==> config.mk <==
export PLATFORM = sky130hd
export DESIGN_NAME = aaf_alu
export DESIGN_NICKNAME = d
export VERILOG_FILES = /design/src/hw/aaf_pkg.sv /design/src/hw/aaf_step_if.sv /design/src/hw/aaf_stepper.sv /design/src/hw/aaf_alu.sv
export VERILOG_INCLUDE_DIRS = /design/src /design/src/hw
export SDC_FILE = /design/constraint.sdc
export NUM_CORES = 1
export LEC_CHECK = 0
export BUFFER_PORTS_ARGS = -buffer_cell sky130_fd_sc_hd__buf_2
export CAP_MARGIN = 0
export CORE_ASPECT_RATIO = 1.4
export CORE_UTILIZATION = 25
export DETAILED_ROUTE_END_ITERATION = 8
export GPL_TIMING_DRIVEN = 0
export PLACE_DENSITY = 0.44
export SYNTH_ARGS = -nofsm -noshare
export SYNTH_HDL_FRONTEND = slang
export SYNTH_SLANG_ARGS = --single-unit
==> constraint.sdc <==
create_clock -name mclk -period 13.55 [get_ports mclk]
set_input_delay 2.71 -clock mclk [delete_from_list [all_inputs] [get_ports mclk]]
set_output_delay 2.71 -clock mclk [all_outputs]
set_load 0.005 [all_outputs]
==> src/hw/aaf_params.svh <==
// offsets, field positions, reset values for the accumulator alu
`ifndef AAF_PARAMS_SVH
`define AAF_PARAMS_SVH
`define AAF_OFS_SEL      8'h00
`define AAF_OFS_CTRL     8'h04
`define AAF_OFS_STATUS   8'h08
`define AAF_ACC_REGION   2'h1
`define AAF_BIT_EQUALS   0
`define AAF_BIT_CARRY    1
`define AAF_BIT_SIGN     6
`define AAF_BIT_ZERO     7
`define AAF_BIT_DIR      6
`define AAF_SEL_RST      4'h0
`define AAF_MOD_RST      3'h0
`define AAF_DIR_RST      1'h0
`define AAF_ACC_RST      16'h0000
`define AAF_FLAG_RST     1'h0
`define AAF_ZERO_RST     1'h1
`define AAF_MOD_NONE     3'h0
`define AAF_MOD_2        3'h1
`define AAF_MOD_4        3'h2
`define AAF_MOD_8        3'h3
`define AAF_MOD_16       3'h4
`endif

==> src/hw/aaf_pkg.sv <==
// operation and branch condition types for the accumulator alu
package aaf_pkg;
  typedef enum logic [5:0] {
    OP_NOP                 = 6'b000000,
    OP_ADD                 = 6'b000001,
    OP_ADDC                = 6'b000010,
    OP_SUB                 = 6'b000011,
    OP_SUBB                = 6'b000100,
    OP_CMP                 = 6'b000101,
    OP_AND                 = 6'b000110,
    OP_OR                  = 6'b000111,
    OP_XOR                 = 6'b001000,
    OP_CPL                 = 6'b001001,
    OP_NEG                 = 6'b001010,
    OP_RL                  = 6'b001011,
    OP_RLC                 = 6'b001100,
    OP_RR                  = 6'b001101,
    OP_RRC                 = 6'b001110,
    OP_SLA                 = 6'b001111,
    OP_SLA2                = 6'b010000,
    OP_SLA4                = 6'b010001,
    OP_SRA                 = 6'b010010,
    OP_SRA2                = 6'b010011,
    OP_SRA4                = 6'b010100,
    OP_LOGICAL_SHIFT_RIGHT = 6'b010101,
    OP_XCHN                = 6'b010110,
    OP_XCH                 = 6'b010111,
    OP_MOV_TO_ACC          = 6'b011000,
    OP_MOV_FROM_ACC        = 6'b011001,
    OP_MOV_FROM_ACC_IDX    = 6'b011010,
    OP_BIT_TO_C            = 6'b011011,
    OP_C_TO_BIT            = 6'b011100,
    OP_BIT_AND             = 6'b011101,
    OP_BIT_OR              = 6'b011110,
    OP_BIT_XOR             = 6'b011111,
    OP_LOAD_C              = 6'b100000,
    OP_CPL_C               = 6'b100001,
    OP_STATUS_WR           = 6'b100010
  } aaf_op_t;
  typedef enum logic [2:0] {
    CND_C  = 3'b000,
    CND_NC = 3'b001,
    CND_Z  = 3'b010,
    CND_NZ = 3'b011,
    CND_S  = 3'b100,
    CND_E  = 3'b101,
    CND_NE = 3'b110
  } aaf_cond_t;
endpackage : aaf_pkg

==> src/hw/aaf_step_if.sv <==
// interface between the alu and its selector stepper
`timescale 1ns/1ns
`default_nettype none
interface aaf_step_if;
  logic [3:0] accumulator_selector;
  logic [2:0] modulo_sel;
  logic       step_direction_bit;
  logic [3:0] next_selector;
  modport user    (output accumulator_selector, output modulo_sel, output step_direction_bit,
                   input next_selector);
  modport stepper (input accumulator_selector, input modulo_sel, input step_direction_bit,
                   output next_selector);
endinterface : aaf_step_if
`default_nettype wire

==> src/hw/aaf_stepper.sv <==
// modulo increment or decrement of the accumulator selector
`timescale 1ns/1ns
`default_nettype none
`include "aaf_params.svh"
module aaf_stepper
  import aaf_pkg::*;
(
  aaf_step_if.stepper st
);
  logic [3:0] mask;
  logic [3:0] moved;

  always_comb begin
    unique case (st.modulo_sel)
      `AAF_MOD_2:  mask = 4'h1;
      `AAF_MOD_4:  mask = 4'h3;
      `AAF_MOD_8:  mask = 4'h7;
      `AAF_MOD_16: mask = 4'hf;
      default:     mask = 4'h0;
    endcase
    moved = st.step_direction_bit ? st.accumulator_selector - 4'h1 : st.accumulator_selector + 4'h1;
    // wrap inside the field, bits above it untouched
    st.next_selector = (st.accumulator_selector & ~mask) | (moved & mask);
  end
endmodule : aaf_stepper
`default_nettype wire

==> src/hw/aaf_alu.sv <==
// accumulator alu with sixteen accumulators, selector stepping and status flags
`timescale 1ns/1ns
`default_nettype none
`include "aaf_params.svh"
module aaf_alu
  import aaf_pkg::*;
(
  input  wire logic        mclk,
  input  wire logic        rst,
  input  wire logic [7:0]  avs_address,
  input  wire logic        avs_read,
  input  wire logic        avs_write,
  input  wire logic [31:0] avs_writedata,
  input  wire logic [3:0]  avs_byteenable,
  output logic      [31:0] avs_readdata,
  output logic             avs_waitrequest,
  input  wire logic        op_valid,
  input  wire aaf_op_t     op_code,
  input  wire logic [15:0] op_src,
  input  wire logic        op_src_is_acc,
  input  wire logic [3:0]  op_bit,
  input  wire logic        op_imm_bit,
  input  wire aaf_cond_t   cond_sel,
  input  wire logic        cond_target_imm,
  output logic             cond_met,
  output logic             op_error,
  output logic [15:0]      active_acc,
  output logic [3:0]       accumulator_selector,
  output logic             sign_flag,
  output logic             zero_flag,
  output logic             carry_flag,
  output logic             equals_flag
);
  logic [15:0] acc_q [16];
  logic [3:0]  sel_q, sel_d;
  logic [2:0]  mod_q;
  logic        dir_q;
  logic        carry_q, carry_d, equals_q, equals_d;
  logic        sign_q, zero_q, cond_q, err_q, wait_q;
  logic [15:0] act_q;
  logic [31:0] rdata_q;
  logic [15:0] act, res, wr_val, act_next, bmask, status_word;
  logic [16:0] wide;
  logic [3:0]  wr_idx;
  logic        we, wr_en, step, err, src_op, bitv, acc_op;
  logic        bus_go, bus_wr, hit_sel, hit_ctrl, hit_stat, hit_acc;

  aaf_step_if st ();
  aaf_stepper u_stepper (.st(st));

  assign st.accumulator_selector = sel_q;
  assign st.modulo_sel           = mod_q;
  assign st.step_direction_bit   = dir_q;

  assign act = acc_q[sel_q];
  assign bitv = act[op_bit];
  assign src_op = op_code inside {OP_ADD, OP_ADDC, OP_SUB, OP_SUBB, OP_CMP, OP_AND, OP_OR, OP_XOR};
  // ops that write the accumulator and then step the selector
  assign acc_op = op_code inside {OP_ADD, OP_ADDC, OP_SUB, OP_SUBB, OP_AND, OP_OR, OP_XOR, OP_CPL, OP_NEG,
                                  OP_RL, OP_RLC, OP_RR, OP_RRC, OP_SLA, OP_SLA2, OP_SLA4, OP_SRA, OP_SRA2, OP_SRA4,
                                  OP_LOGICAL_SHIFT_RIGHT, OP_XCHN, OP_XCH, OP_MOV_TO_ACC};

  // bus decode; an operation holds the bus off for that cycle
  assign bus_go   = (avs_read | avs_write) & wait_q & ~op_valid;
  assign bus_wr   = bus_go & avs_write;
  assign hit_sel  = avs_address == `AAF_OFS_SEL;
  assign hit_ctrl = avs_address == `AAF_OFS_CTRL;
  assign hit_stat = avs_address == `AAF_OFS_STATUS;
  assign hit_acc  = (avs_address[7:6] == `AAF_ACC_REGION) & (avs_address[1:0] == 2'h0);
  assign bmask    = {{8{avs_byteenable[1]}}, {8{avs_byteenable[0]}}};
  assign status_word = {8'h00, zero_q, sign_q, 4'h0, carry_q, equals_q};

  // operation datapath
  always_comb begin
    res      = act;
    we       = 1'b0;
    carry_d  = carry_q;
    equals_d = equals_q;
    step     = 1'b0;
    err      = 1'b0;
    wide     = 17'h0_0000;
    if (op_valid && src_op && op_src_is_acc) begin
      err = 1'b1;
    end else if (op_valid) begin
      we   = acc_op;
      step = acc_op;
      unique case (op_code)
        OP_ADD: begin
          wide = {1'b0, act} + {1'b0, op_src};
          {carry_d, res} = wide;
        end
        OP_ADDC: begin
          wide = {1'b0, act} + {1'b0, op_src} + {16'h0000, carry_q};
          {carry_d, res} = wide;
        end
        OP_SUB: begin
          wide = {1'b0, act} - {1'b0, op_src};
          {carry_d, res} = wide;
        end
        OP_SUBB: begin
          wide = {1'b0, act} - {1'b0, op_src} - {16'h0000, carry_q};
          {carry_d, res} = wide;
        end
        OP_CMP: equals_d = (op_src == act);
        OP_AND: begin
          res = act & op_src;
        end
        OP_OR: begin
          res = act | op_src;
        end
        OP_XOR: begin
          res = act ^ op_src;
        end
        OP_CPL: begin
          res = ~act;
        end
        OP_NEG: begin
          res = ~act + 16'h0001;
        end
        OP_RL: begin
          res = {act[14:0], act[15]};
        end
        OP_RLC: begin
          {carry_d, res} = {act, carry_q};
        end
        OP_RR: begin
          res = {act[0], act[15:1]};
        end
        OP_RRC: begin
          {res, carry_d} = {carry_q, act};
        end
        OP_SLA: begin
          {carry_d, res} = {act, 1'b0};
        end
        OP_SLA2: begin
          carry_d = act[14];
          res = {act[13:0], 2'h0};
        end
        OP_SLA4: begin
          carry_d = act[12];
          res = {act[11:0], 4'h0};
        end
        OP_SRA: begin
          carry_d = act[0];
          res = {act[15], act[15:1]};
        end
        OP_SRA2: begin
          carry_d = act[1];
          res = {{2{act[15]}}, act[15:2]};
        end
        OP_SRA4: begin
          carry_d = act[3];
          res = {{4{act[15]}}, act[15:4]};
        end
        OP_LOGICAL_SHIFT_RIGHT: begin
          carry_d = act[0];
          res = {1'b0, act[15:1]};
        end
        OP_XCHN: begin
          res = {act[11:8], act[15:12], act[3:0], act[7:4]};
        end
        OP_XCH: begin
          res = {act[7:0], act[15:8]};
        end
        OP_MOV_TO_ACC: begin
          res = op_src;
        end
        OP_MOV_FROM_ACC: step = 1'b1;
        OP_MOV_FROM_ACC_IDX: step = 1'b0;
        OP_BIT_TO_C: carry_d = bitv;
        OP_C_TO_BIT: begin
          res[op_bit] = carry_q;
          we = 1'b1;
        end
        OP_BIT_AND: carry_d = carry_q & bitv;
        OP_BIT_OR:  carry_d = carry_q | bitv;
        OP_BIT_XOR: carry_d = carry_q ^ bitv;
        OP_LOAD_C:  carry_d = op_imm_bit;
        OP_CPL_C:   carry_d = ~carry_q;
        OP_STATUS_WR: begin
          equals_d = op_src[`AAF_BIT_EQUALS];
          carry_d  = op_src[`AAF_BIT_CARRY];
        end
        default: res = act;
      endcase
    end else if (bus_wr && hit_stat && avs_byteenable[0]) begin
      equals_d = avs_writedata[`AAF_BIT_EQUALS];
      carry_d  = avs_writedata[`AAF_BIT_CARRY];
    end
  end

  // one write port: operation result into the starting accumulator, else bus
  always_comb begin
    wr_en  = we | (bus_wr & hit_acc);
    wr_idx = we ? sel_q : avs_address[5:2];
    wr_val = we ? res : ((acc_q[avs_address[5:2]] & ~bmask) | (avs_writedata[15:0] & bmask));
    if (step) begin
      sel_d = st.next_selector;
    end else if (bus_wr && hit_sel && avs_byteenable[0]) begin
      sel_d = avs_writedata[3:0];
    end else begin
      sel_d = sel_q;
    end
    act_next = (wr_en && wr_idx == sel_d) ? wr_val : acc_q[sel_d];
  end

  for (genvar i = 0; i < 16; i++) begin : g_acc
    always_ff @(posedge mclk or posedge rst) begin
      if (rst) begin
        acc_q[i] <= `AAF_ACC_RST;
      end else if (wr_en && wr_idx == 4'(i)) begin
        acc_q[i] <= wr_val;
      end
    end
  end

  always_ff @(posedge mclk or posedge rst) begin
    if (rst) begin
      sel_q <= `AAF_SEL_RST;
    end else begin
      sel_q <= sel_d;
    end
  end

  always_ff @(posedge mclk or posedge rst) begin
    if (rst) begin
      mod_q <= `AAF_MOD_RST;
      dir_q <= `AAF_DIR_RST;
    end else if (bus_wr && hit_ctrl && avs_byteenable[0]) begin
      mod_q <= avs_writedata[2:0];
      dir_q <= avs_writedata[`AAF_BIT_DIR];
    end
  end

  // flags: sign and zero follow the next active accumulator
  always_ff @(posedge mclk or posedge rst) begin
    if (rst) begin
      carry_q  <= `AAF_FLAG_RST;
      equals_q <= `AAF_FLAG_RST;
      sign_q   <= `AAF_FLAG_RST;
      zero_q   <= `AAF_ZERO_RST;
      act_q    <= `AAF_ACC_RST;
      err_q    <= `AAF_FLAG_RST;
    end else begin
      carry_q  <= carry_d;
      equals_q <= equals_d;
      sign_q   <= act_next[15];
      zero_q   <= act_next == 16'h0000;
      act_q    <= act_next;
      err_q    <= err;
    end
  end

  always_ff @(posedge mclk or posedge rst) begin
    if (rst) begin
      cond_q <= 1'b0;
    end else begin
      unique case (cond_sel)
        CND_C:   cond_q <= carry_q;
        CND_NC:  cond_q <= ~carry_q;
        CND_Z:   cond_q <= zero_q;
        CND_NZ:  cond_q <= ~zero_q;
        CND_S:   cond_q <= sign_q;
        CND_E:   cond_q <= equals_q & cond_target_imm;
        CND_NE:  cond_q <= ~equals_q & cond_target_imm;
        default: cond_q <= 1'b0;
      endcase
    end
  end

  // avalon slave: one wait cycle, then waitrequest low for one cycle
  always_ff @(posedge mclk or posedge rst) begin
    if (rst) begin
      wait_q  <= 1'b1;
      rdata_q <= 32'h0000_0000;
    end else if (bus_go) begin
      wait_q <= 1'b0;
      if (hit_sel) begin
        rdata_q <= {28'h000_0000, sel_q};
      end else if (hit_ctrl) begin
        rdata_q <= {25'h000_0000, dir_q, 3'h0, mod_q};
      end else if (hit_stat) begin
        rdata_q <= {16'h0000, status_word};
      end else if (hit_acc) begin
        rdata_q <= {16'h0000, acc_q[avs_address[5:2]]};
      end else begin
        rdata_q <= 32'h0000_0000;
      end
    end else begin
      wait_q <= 1'b1;
    end
  end

  assign avs_readdata         = rdata_q;
  assign avs_waitrequest      = wait_q;
  assign cond_met             = cond_q;
  assign op_error             = err_q;
  assign active_acc           = act_q;
  assign accumulator_selector = sel_q;
  assign sign_flag            = sign_q;
  assign zero_flag            = zero_q;
  assign carry_flag           = carry_q;
  assign equals_flag          = equals_q;

  AST_STEP_FIELD: assert property (@(posedge mclk) disable iff (rst)
    (step && mod_q == `AAF_MOD_2) |=> sel_q[3:1] == $past(sel_q[3:1]) && sel_q[0] != $past(sel_q[0]))
    else $error("mod 2 step left upper selector bits wrong");
  AST_SRC_REFUSED: assert property (@(posedge mclk) disable iff (rst)
    (op_valid && src_op && op_src_is_acc) |=> op_error && $stable(sel_q) && $stable(carry_q) && $stable(act_q))
    else $error("accumulator used as source was not refused");
  AST_ADD_RESULT: assert property (@(posedge mclk) disable iff (rst)
    (op_valid && op_code == OP_ADD && !op_src_is_acc)
      |=> {carry_q, acc_q[$past(sel_q)]} == {1'b0, $past(act)} + {1'b0, $past(op_src)})
    else $error("add result or carry wrong");
  AST_CMP_EQUALS: assert property (@(posedge mclk) disable iff (rst)
    (op_valid && op_code == OP_CMP && !op_src_is_acc)
      |=> equals_q == ($past(op_src) == $past(act)) && acc_q[$past(sel_q)] == $past(act))
    else $error("compare flag wrong or accumulator changed");
  AST_NEG_RESULT: assert property (@(posedge mclk) disable iff (rst)
    (op_valid && op_code == OP_NEG) |=> acc_q[$past(sel_q)] == 16'h0000 - $past(act))
    else $error("negate result wrong");
  AST_LSR: assert property (@(posedge mclk) disable iff (rst)
    (op_valid && op_code == OP_LOGICAL_SHIFT_RIGHT)
      |=> !acc_q[$past(sel_q)][15] && carry_q == $past(act[0]) && acc_q[$past(sel_q)][14:0] == $past(act[15:1]))
    else $error("logical right shift wrong");
  AST_XCH: assert property (@(posedge mclk) disable iff (rst)
    (op_valid && op_code == OP_XCH) |=> acc_q[$past(sel_q)] == {$past(act[7:0]), $past(act[15:8])})
    else $error("byte swap wrong");
  AST_BIT_NO_STEP: assert property (@(posedge mclk) disable iff (rst)
    (op_valid && op_code inside {OP_BIT_TO_C, OP_C_TO_BIT, OP_BIT_AND, OP_BIT_OR, OP_BIT_XOR})
      |=> $stable(sel_q))
    else $error("bit operation moved the selector");
  AST_SIGN: assert property (@(posedge mclk) disable iff (rst)
    sign_flag == acc_q[sel_q][15])
    else $error("sign flag does not mirror active msb");
  AST_ZERO: assert property (@(posedge mclk) disable iff (rst)
    zero_flag == (acc_q[sel_q] == 16'h0000))
    else $error("zero flag does not match active accumulator");
endmodule : aaf_alu
`default_nettype wire

# After elaboration in Yosys (flattened, before gate mapping)
# Index checks and enable logic that the tools add are counted.
# word_totals
ff_bits	319
in_bits	81
out_inout_bits	59
wordCells	219
# op_classes
add_sub_neg	7
order_cmp	5
eq_ne	66
muxes	43
bitwise	32
reduce_logical	38
# ops
cell	n
$pmux 16 s24	1
$mux 16	14
$bmux 16 s4	3
$eq 6x5->1 const B	16
$and 16x16->16	3
$eq 6x4->1 const B	8
$eq 4x4->1 const B	8
$not 16->16	2
$or 16x16->16	2
$logic_and 1x1->1	26
$eq 6x3->1 const B	4
$reduce_bool 23->1	1
$eq 6x6->1 const B	3
$ne 18x3->1 const B	1
$add 16x16->17	1
$add 17x1->17	1
$pmux 1 s17	1
$sub 16x16->17	1
$sub 17x1->17	1
$add 16x1->16 const B	1
$bwmux 16	1
$eq 16x16->1	1
$eq 4x3->1 const B	4
$logic_not 16->1	1
other kinds (42)	86

# Logic depth before layout (Yosys ltp)
# Gate-level depths: netlist of the first run.
# depth
ltp_word	14
depth_mapped	25
mapped_depth_nobuf	18

# By module
# Synthesis of the first run repeated with hierarchy kept, for this count alone.
# hier_totals
hier_cells	2406
hier_area_um2	25199.2
# by_module_without_submodules
module	instances	cells_per_inst	area_each_um2	seq_area_each_um2
aaf_alu	1	2378	24994.0	7559.8
aaf_stepper	1	28	205.2	0.0

# Worst setup path after synthesis of the first run
# Ideal clock, no wire load.
# synth_timing
path_type	input-to-reg
start	input op_src[0]
end	register zero_q, in the netlist zero_flag
setup_ns	0.090
arrival_ns	6.406
t_required_ns	13.460
path_slack_ns	7.054
stages	13
n_path_buf	0
cell_sequence	ha_1 > fa_1 > a21o_1 > a221oi_1 > xnor2_1 > nand3_1 > nor4_1 > a211oi_1 > a31oi_1 > a32oi_2 > o32a_1 > or4b_1 > nor4_2
# synth_between
elab_chain_len	8
word_cells_on_any_way	13
classes_between	add/sub (4); mux (5); bitwise (3); reduce/logical (1)
# synth_rtl
item	line_no	text
from (decl)	aaf_alu.sv:19	input wire logic [15:0] op_src,
$sub 16x16->17 / $add 16x16->17 (equally long branches)	n/a	
$sub 17x1->17 / $add 17x1->17 (equally long branches)	aaf_alu.sv:101, aaf_alu.sv:93	
$pmux 16 s24 (*)	aaf_alu.sv:87	unique case (op_code)
$mux 16 (*)	aaf_alu.sv:84	end else if (op_valid) begin
$mux 16 (*)	aaf_alu.sv:82	if (op_valid && src_op && op_src_is_acc) begin
$mux 16 (*)	aaf_alu.sv:196	wr_val = we ? res : ((acc_q[avs_address[5:2]] & ~bmask) | (avs_writedata[15:0] & bmask));
$mux 16 (*)	aaf_alu.sv:204	act_next = (wr_en && wr_idx == sel_d) ? wr_val : acc_q[sel_d];
$logic_not 16->1 (*)	aaf_alu.sv:248	zero_q <= act_next == 16'h0000;
to (signal assigned)	aaf_alu.sv:241	zero_q <= `AAF_ZERO_RST;
to (decl)	aaf_alu.sv:39	logic sign_q, zero_q, cond_q, err_q, wait_q;
# Mark *: on every way between the ends. The rest lies on a longest branch, timed or not.
# A chain may end at the register's enable or synchronous reset.

# Final worst setup path of the first run
# layout_timing
start	register sel_q[2], in the netlist accumulator_selector[2]
end	register act_q[14], in the netlist active_acc[14]
# layout_between
elab_chain_len	11
word_cells_on_any_way	34
classes_between	add/sub (7); eq/ne (1); mux (16); bitwise (9); reduce/logical (1)
# layout_rtl
item	line_no	text
from (decl)	aaf_alu.sv:35	logic [3:0] sel_q, sel_d;
from (signal assigned)	aaf_alu.sv:219	sel_q <= `AAF_SEL_RST;
from (signal assigned)	aaf_alu.sv:221	sel_q <= sel_d;
$not 4->5 (implied by the code)	aaf_alu.sv:55	assign act = acc_q[sel_q];
$bmux 16 s4	aaf_alu.sv:55	
$mux 16 (implied by the code) (2 in a row)	aaf_alu.sv:55	
$sub 16x16->17 (tied with other cells)	aaf_alu.sv:97, aaf_alu.sv:101	
$sub 17x1->17 (tied with other cells)	aaf_alu.sv:101	wide = {1'b0, act} - {1'b0, op_src} - {16'h0000, carry_q};
$pmux 16 s24	aaf_alu.sv:87	
$mux 16	aaf_alu.sv:84	
$mux 16	aaf_alu.sv:82	
$mux 16	aaf_alu.sv:196	
$mux 16 (*)	aaf_alu.sv:204	
net act_next[14]	aaf_alu.sv:42	logic [15:0] act, res, wr_val, act_next, bmask, status_word;
to (signal assigned)	aaf_alu.sv:242	act_q <= `AAF_ACC_RST;
to (signal assigned)	aaf_alu.sv:249	act_q <= act_next;
to (decl)	aaf_alu.sv:40	logic [15:0] act_q;
# Mark *: on every way through the listed nets, which the timed path passes. The rest lies on a longest branch. The select of a mux whose other input is x is not followed.

==> out/qor.csv, run 1 <==
metric,value,unit
post-cts resize count,0,
Post-Syn Instances,2608,
final worst-path setup slack,4.02,ns
reg2reg start,accumulator_selector[2],
"critical path fanouts, max",12,
Yosys cell types,110,
CTS Hold Buffers Added,0,
cell family with most CP delay,compound AO/OA/AOI/OAI gates,
via count,24600,
failing checks,"max-capacitance violations, max-slew violations",
worst skew pair latency,0.61,ns
area of the die,0.103,mm2
Worst Max-Slew Pin Slew,1.70,ns
sink of the worst hold path,avs_readdata[2],
asr flop ratio synth,1.00,
setup bufs post-CTS,0,
Worst EP arrival,10.00,ns
# DRC,0,
Synth Area per Inst,9.75,um2
kind of critical path,flip-flop to flip-flop,
first drt pass iteration count,6,
Die Span X,271,um
Worst-path clk slew,0.07,ns
CTS tree,done,
drt via density,5.97,
"most common cell after layout, fill and taps aside",nand2_1,
Site Rows,138,
clock tree buffer depth,3,
layout cells sized above 1,0.252,
min-delay src,avs_readdata[2],
Peak VDD IR,140,uV
most frequent cells in the layout,"nand2_1 (316), dfrtp_1 (300), mux2_2 (271), buf_2 (138), nor2_1 (134)",
nets@finish,2912,
"Slew Viols, Final",31,
initial antenna violation count,4,
number of global-route vias before repair,24584,
max-cap viol count,5,
Final TNS setup,0,ns
Synth Register Bits,302,
root buf cell,clkbuf_16,
CTS sink cnt,302,
H-tree levels,1,
sequential area share after synthesis,0.297,
number of stages on the worst setup path,22,
Worst Setup SP,accumulator_selector[2],
fin util,0.286,
max_slew headroom,-0.135,
"worst slack, placed",4.16,ns
Layout Skew,0.0192,ns
global route overflow,0,
routability congestion estimate,0.994,
Hold Slack,0.491,ns
Final min period,9.53,ns
delay of the slowest critical-path stage,1.16,ns
slowest CP cell,nor4_1,
core area,0.101,mm2
P&R area growth vs syn,13.8,%
most numerous cell on the critical path,clkbuf_1,
outcome,"finished, violations left",
P_leak,11.8,nW
Initial Utilization,0.252,
WP data required,14.02,ns
Final Hold Viols,0,
Worst Setup Start Kind,flip-flop,
most used flip-flop cell after synthesis,dfrtp_1,
Synth Cell Area,0.0254,mm2
worst r2r path cells,22,
part of the cycle the worst path needs,0.703,
worst r2r dst,active_acc[14],
fmax,105,MHz
Tot Pwr,7.19,mW
largest net degree at the start of global routing,116,
worst reg2reg setup slack,4.02,ns
HPWL after DPL,109,mm
hold crit path type,flip-flop to flip-flop,
synth warn,0,
Buffers & Inverters on Critical Path,7,
post-route ant nets,0,
I/O Buffers,96,
setup violators final,0,
global-route wire length before repair,197,mm
final WL,142,mm
Avg WL per Cell,34.5,um
crit-path cells,buf_6 -> buf_2 -> buf_6 -> nor2_2 -> a22oi_1 -> nand3_1 -> o21ai_0 -> clkbuf_1 -> inv_1 -> ha_1 -> clkbuf_1 -> nor4_1 -> o211ai_2 -> a211oi_2 -> nand2_1 -> nor4_1 -> xor2_1 -> a2bb2oi_1 -> a22oi_1 -> clkbuf_1 -> nand2_1 -> o21ai_1,
TritonCTS buffer count,31,
Power Density,249,mW/mm2
Worst setup EP type,flip-flop,
RSZ-0062 raised after global routing,no,
"EDFF count, synth",0,
initial DRC count,2664,
IO Pins,140,
GRT Util Overall,0.270,
Min-Delay Path Depth,2,
height of the die,379,um
worst min-delay path: cells and delay by family, from the launching register on:
| family | cells | cell delay [ns] |
|---|---|---|
| flip-flops | 1 | 0.35 |
| AND/OR/NAND/NOR | 1 | 0.05 |
| AO/OA/AOI/OAI | 1 | 0.06 |
state kept, by name (all words and copies together), names as in the netlist:
register              flops
acc_q                   256
active_acc               16
avs_readdata             16
accumulator_selector      4
mod_q                     3
avs_waitrequest           1
carry_flag                1
cond_met                  1
dir_q                     1
equals_flag               1
op_error                  1
zero_flag                 1
area by class of cell:
class	instances	area, um2
Buffer	212	1010
Timing Repair Buffer	108	638
Tap cell	1330	1660
Fill cell	10817	72100
Inverter	68	263
Sequential cell	302	7560
Antenna cell	1	2.50
Clock buffer	38	842
Clock inverter	18	216
Multi-Input combinational cell	2041	16700
layer usage:
metal	vias up	track usage	part of all wire
met3	496	0.0327	0.058
met5	-	0	0
met2	1394	0.470	0.49
met1	12507	0.295	0.36
met4	0	0.223	0.097
li1	10203	-	-
worst max path at each step:
stage	to	slack, ns
4_1_cts	active_acc[14]	4.30
3_5_place_dp	zero_flag	4.16
2_1_floorplan	acc_q[0]	2.50
3_3_place_gp	acc_q[113]	-2.01
5_1_grt	active_acc[14]	3.97
6_report	active_acc[14]	4.02
synth_stat cells (16+ instances only):
library cell / n / area, um2
a211oi_1: 26 / 195
a21oi_1: 85 / 425
a221oi_1: 19 / 166
a22o_1: 22 / 193
a22oi_1: 49 / 368
a31oi_1: 19 / 119
and3_1: 18 / 113
buf_1: 27 / 101
buf_2: 38 / 190
buf_4: 21 / 158
clkbuf_1: 118 / 443
dfrtp_1: 300 / 7510
ha_1: 64 / 801
inv_1: 54 / 203
mux2_2: 271 / 3050
mux2i_1: 121 / 1210
mux4_2: 121 / 2730
nand2_1: 316 / 1190
nand2b_1: 20 / 125
nand3_1: 129 / 646
nand4_1: 34 / 213
nor2_1: 134 / 503
nor2b_1: 30 / 188
nor3_1: 52 / 260
nor4_1: 23 / 144
o2111ai_1: 17 / 149
o211ai_1: 19 / 143
o21ai_0: 59 / 295
o22ai_1: 16 / 100
o31ai_1: 25 / 188
or3_1: 19 / 119
xnor2_1: 38 / 333
xor2_1: 16 / 140
power breakdown:
| part | internal [mW] | switching (mW) | leakage [nW] |
|---|---|---|---|
| sequential | 1.14 | 0.307 | 4.01 |
| clock | 0.518 | 0.416 | 0.504 |
| combinational | 1.58 | 3.23 | 7.33 |
| total | 3.24 | 3.95 | 11.8 |
stage by stage:
stage                     std cells  cell area (um2)
after global placement         4049            27600
after floorplan                2623            25500
after detailed placement       4061            27900
after global routing           4117            28900
after CTS                      4117            28900
final                          4118            28900
logic make-up (layout without fill, tap and decap cells):
kind of cell               Yosys count  after routing  share of synthesized area
xor gates and xnor gates            54             54                     0.0186
and+or+nand+nor                    856            856                      0.163
adders and majority gates           67             67                     0.0339
muxes                              522            522                      0.281
buffers and inverters              280            444                     0.0494
DFF                                302            302                      0.297
other                                1             17                   0.000148
AOI/OAI and AO/OA                  526            526                      0.157
Note: power is estimated with default switching activity, not from simulation.
==> run 2: changes to the inputs <==
--- a/config.mk
+++ b/config.mk
@@ -6,13 +6,14 @@
 export SDC_FILE = /design/constraint.sdc
 export NUM_CORES = 1
 export LEC_CHECK = 0
+export ABC_AREA = 1
 export BUFFER_PORTS_ARGS = -buffer_cell sky130_fd_sc_hd__buf_2
 export CAP_MARGIN = 0
 export CORE_ASPECT_RATIO = 1.4
 export CORE_UTILIZATION = 25
 export DETAILED_ROUTE_END_ITERATION = 8
 export GPL_TIMING_DRIVEN = 0
-export PLACE_DENSITY = 0.44
+export PLACE_DENSITY = 0.46
 export SYNTH_ARGS = -nofsm -noshare
 export SYNTH_HDL_FRONTEND = slang
 export SYNTH_SLANG_ARGS = --single-unit
==> constraint.sdc (replaced) <==
create_clock -name mclk -period 8.64 [get_ports mclk]
set_input_delay 1.728 -clock mclk [delete_from_list [all_inputs] [get_ports mclk]]
set_output_delay 1.728 -clock mclk [all_outputs]
set_load 0.005 [all_outputs]
==> run 2 against run 1 <==
Net effect:
- first-iteration DRC count up 36%
- non-clock buffer count up 63
- highest routed layer is now met5
- the run ends with max-capacitance violations, max-slew violations, negative setup slack left
- global-route usage up 7.5 points
- die area grew 0.38%
- fmax grew 7.7%
- worst setup slack lost 4.2 ns
==> out/qor.csv, run 2 <==
metric,value,unit,change
outcome,"finished, violations left",,
failing checks,"max-capacitance violations, max-slew violations, negative setup slack",,
largest net degree at the start of global routing,40,,-66%
Synth Area in XOR/XNOR,0.00549,,-0.0131
clock share of power,0.126,,-0.004
# DRC,0,,unchanged
post-synth top area share,0.294,,-0.00112
Layout Skew,0.0278,ns,+0.00859 ns
most frequent cells in the layout,"nand2_1 (1,120), nand3_1 (514), o21ai_0 (499), inv_1 (488), dfrtp_1 (300)",,
hold crit path type,flip-flop to flip-flop,,
core area,0.101,mm2,+0.17%
clock tree buffer depth,3,,unchanged
"Slew Viols, Final",55,,+77%
Site Rows,138,,unchanged
Final Hold Viols,0,,unchanged
most frequent cell after synthesis,nand2_1,,
initial antenna violation count,8,,+4
Int Pwr,4.59,mW,+42%
dpl cells,5570,,+37%
initial DRC count,3610,,+36%
Yosys cell types,53,,-52%
GRT Util Overall,0.346,,+0.0751
final WL,183,mm,+29%
Worst EP arrival,9.35,ns,-0.65 ns
Min-Delay Path Depth,2,,unchanged
Synth Area in Simple Gates,0.330,,+0.167
P_leak,13.5,nW,+14%
global route overflow,0,,unchanged
layout cells sized above 1,0.0719,,-0.180
asr flop ratio synth,1.00,,unchanged
met1 Use GR,0.370,,+0.0753
sink of the worst hold path,avs_readdata[12],,
part of the cycle the worst path needs,1.02,,+0.321
fin cells,5629,,+37%
number of global-route vias before repair,30279,,+23%
root buf cell,clkbuf_16,,
worst skew pair latency,0.65,ns,+0.04 ns
nets@finish,4421,,+52%
Worst-path clk slew,0.08,ns,about the same
synth warn,0,,unchanged
"worst slack, placed",-0.440,ns,-4.60 ns
P&R area growth vs syn,14.0,%,
fmax,113,MHz,+7.7%
Post-Syn Instances,4113,,+58%
switching pwr,7.79,mW,+97%
Synth Register Bits,302,,unchanged
max_slew headroom,-0.0768,,+0.0587
GRT met3 Usage,0.0685,,+0.0358
grt peak-use layer,met2,,
I/O Buffers,104,,+8.3%
"EDFF count, synth",0,,unchanged
slowest CP cell,clkbuf_1,,
Fillers,11584,,+7.1%
max reg flops,256,,unchanged
H-tree levels,1,,unchanged
Avg WL per Cell,32.5,um,-5.7%
Power Density,426,mW/mm2,+71%
Peak VDD IR,265,uV,+90%
Synth Area in Compound Gates,0.210,,+0.0532
min-delay src,avs_readdata[12],,
setup violators final,36,,+36
kind of critical path,flip-flop to flip-flop,,
height of the die,380,um,+0.19%
Seq pwr share,0.177,,-0.025
GR Util met2,0.566,,+0.0959
"most common cell after layout, fill and taps aside",nand2_1,,
IO Pins,140,,unchanged
final worst-path setup slack,-0.206,ns,-4.23 ns
RSZ-0062 raised after global routing,no,,
"critical path fanouts, max",11,,-1
sequential area share after synthesis,0.296,,-0.00112
WP data required,9.15,ns,-4.87 ns
worst r2r path cells,29,,+32%
Tot Pwr,12.4,mW,+72%
HPWL after DPL,141,mm,+29%
Post-Synth Adder-Cell Area,0.0337,,-0.000128
Synth Area per Inst,6.20,um2,-36%
Sw Share,0.629,,+0.0799
worst reg2reg setup slack,-0.21,ns,-4.23 ns
Hold Slack,0.484,ns,-0.00732 ns
largest family of logic cells by synthesized area,simple AND/OR/NAND/NOR gates,,
Final TNS setup,-1.01,ns,-1.01 ns
CTS Hold Buffers Added,0,,unchanged
combinational group share of total power,0.697,,+0.028
Initial Utilization,0.252,,+0.000523
most flop-heavy register,acc_q,,
commonest cells in the netlist,"nand2_1 (1,120), nand3_1 (514), o21ai_0 (499), inv_1 (489), dfrtp_1 (300)",,
Worst Max-Slew Pin Slew,1.62,ns,-0.0817 ns
max-cap viol count,8,,+3
TritonCTS buffer count,31,,unchanged
most numerous cell on the critical path,nand2_1,,
top post-synthesis cells by area,"dfrtp_1 (29%), nand2_1 (16%), nand3_1 (10%)",,
Worst setup EP type,flip-flop,,
post-route ant nets,0,,unchanged
post-synth top area cell,dfrtp_1,,
area of the die,0.103,mm2,+0.38%
reg2reg start,accumulator_selector[0],,
Worst Setup Start Kind,flip-flop,,
global-route wire length before repair,247,mm,+26%
Final min period,8.85,ns,-0.680 ns
via count,31498,,+28%
routability congestion estimate,1.08,,+8.3%
CTS sink cnt,302,,unchanged
mux share of post-synthesis cell area,0.00157,,-0.280
most used flip-flop cell after synthesis,dfrtp_1,,
delay of the slowest critical-path stage,0.99,ns,-0.17 ns
Die Span X,272,um,+0.19%
worst r2r dst,zero_flag,,
CTS tree,done,,
Synth Cell Area,0.0255,mm2,+0.38%
drt via density,5.60,,-6.3%
first drt pass iteration count,6,,unchanged
[run 2: timing repair]
item / CTS / global route
hold endpoints to repair: 0 / 0
endpoints found under the setup margin: 84 / 61
resized for setup: 2 / 11
buffers inserted: 0 / 0
[run 2: power groups by stage]
stage / Combinational [mW] / Sequential, mW / Clock, mW
global placement: 8.21 / 2.19 / 0
floorplan: 4.66 / 2.04 / 0
detailed placement: 8.20 / 2.19 / 0
global route: 9.03 / 2.23 / 1.62
CTS: 8.24 / 2.17 / 1.58
finish: 8.63 / 2.20 / 1.56
[run 2: kinds of logic (layout without fill, tap and decap cells)]
| kind of cell | count (synthesis) | in the layout |
|---|---|---|
| adders and majority gates | 67 | 67 |
| muxes | 4 | 4 |
| DFF | 302 | 302 |
| buffers and inverters | 789 | 957 |
| xor gates and xnor gates | 16 | 16 |
| other | 1 | 19 |
| and+or+nand+nor | 1983 | 1983 |
| AOI/OAI and AO/OA | 951 | 951 |
[run 2: worst max path at each step]
| stage | start | end | slack (ns) | cells after the start |
|---|---|---|---|---|
| floorplan | rst | acc_q[0] | 2.90 | 1 |
| global placement | accumulator_selector[2] | acc_q[47] | -0.46 | 24 |
| detailed placement | accumulator_selector[2] | acc_q[111] | -0.44 | 24 |
| CTS | accumulator_selector[0] | acc_q[95] | 0.05 | 24 |
| global route | accumulator_selector[0] | zero_flag | 0.01 | 29 |
| finish | accumulator_selector[0] | zero_flag | -0.21 | 29 |
[run 2: stage by stage]
stage | instance area, um2 | util
2_1_floorplan | 25600 | -
3_3_place_gp | 27800 | 0.274
3_5_place_dp | 27900 | 0.276
4_1_cts | 29000 | 0.287
5_1_grt | 29100 | 0.287
6_report | 29100 | 0.287
[run 2: metal layers]
| metal | share of wire | wire (um) |
|---|---|---|
| met3 | 0.077 | 14200 |
| met4 | 0.11 | 20700 |
| met5 | 0.00030 | 55 |
| met1 | 0.35 | 63900 |
| met2 | 0.46 | 84200 |
[run 2: worst max-delay path: cells and delay by family (launching register included)]
| kind | cells | cell delay, ns |
|---|---|---|
| AOI/OAI and AO/OA | 3 | 0.69 |
| xor gates and xnor gates | 1 | 0.25 |
| DFF | 1 | 0.64 |
| buffers and inverters | 7 | 3.36 |
| and+or+nand+nor | 17 | 3.25 |
| adders and majority gates | 1 | 0.44 |
[run 2: cell type report]
type / instances / area [um2] / area share
timing repair buffer: 113 / 692 / 0.0238
tap: 1330 / 1660 / 0.0572
inverter: 518 / 1950 / 0.0671
buffer: 270 / 1220 / 0.0421
clock buffer: 40 / 890 / 0.0306
clock inverter: 16 / 225 / 0.00774
sequential: 302 / 7560 / 0.260
antenna: 3 / 7.51 / 0.000258
multi-input combinational: 3037 / 14900 / 0.511
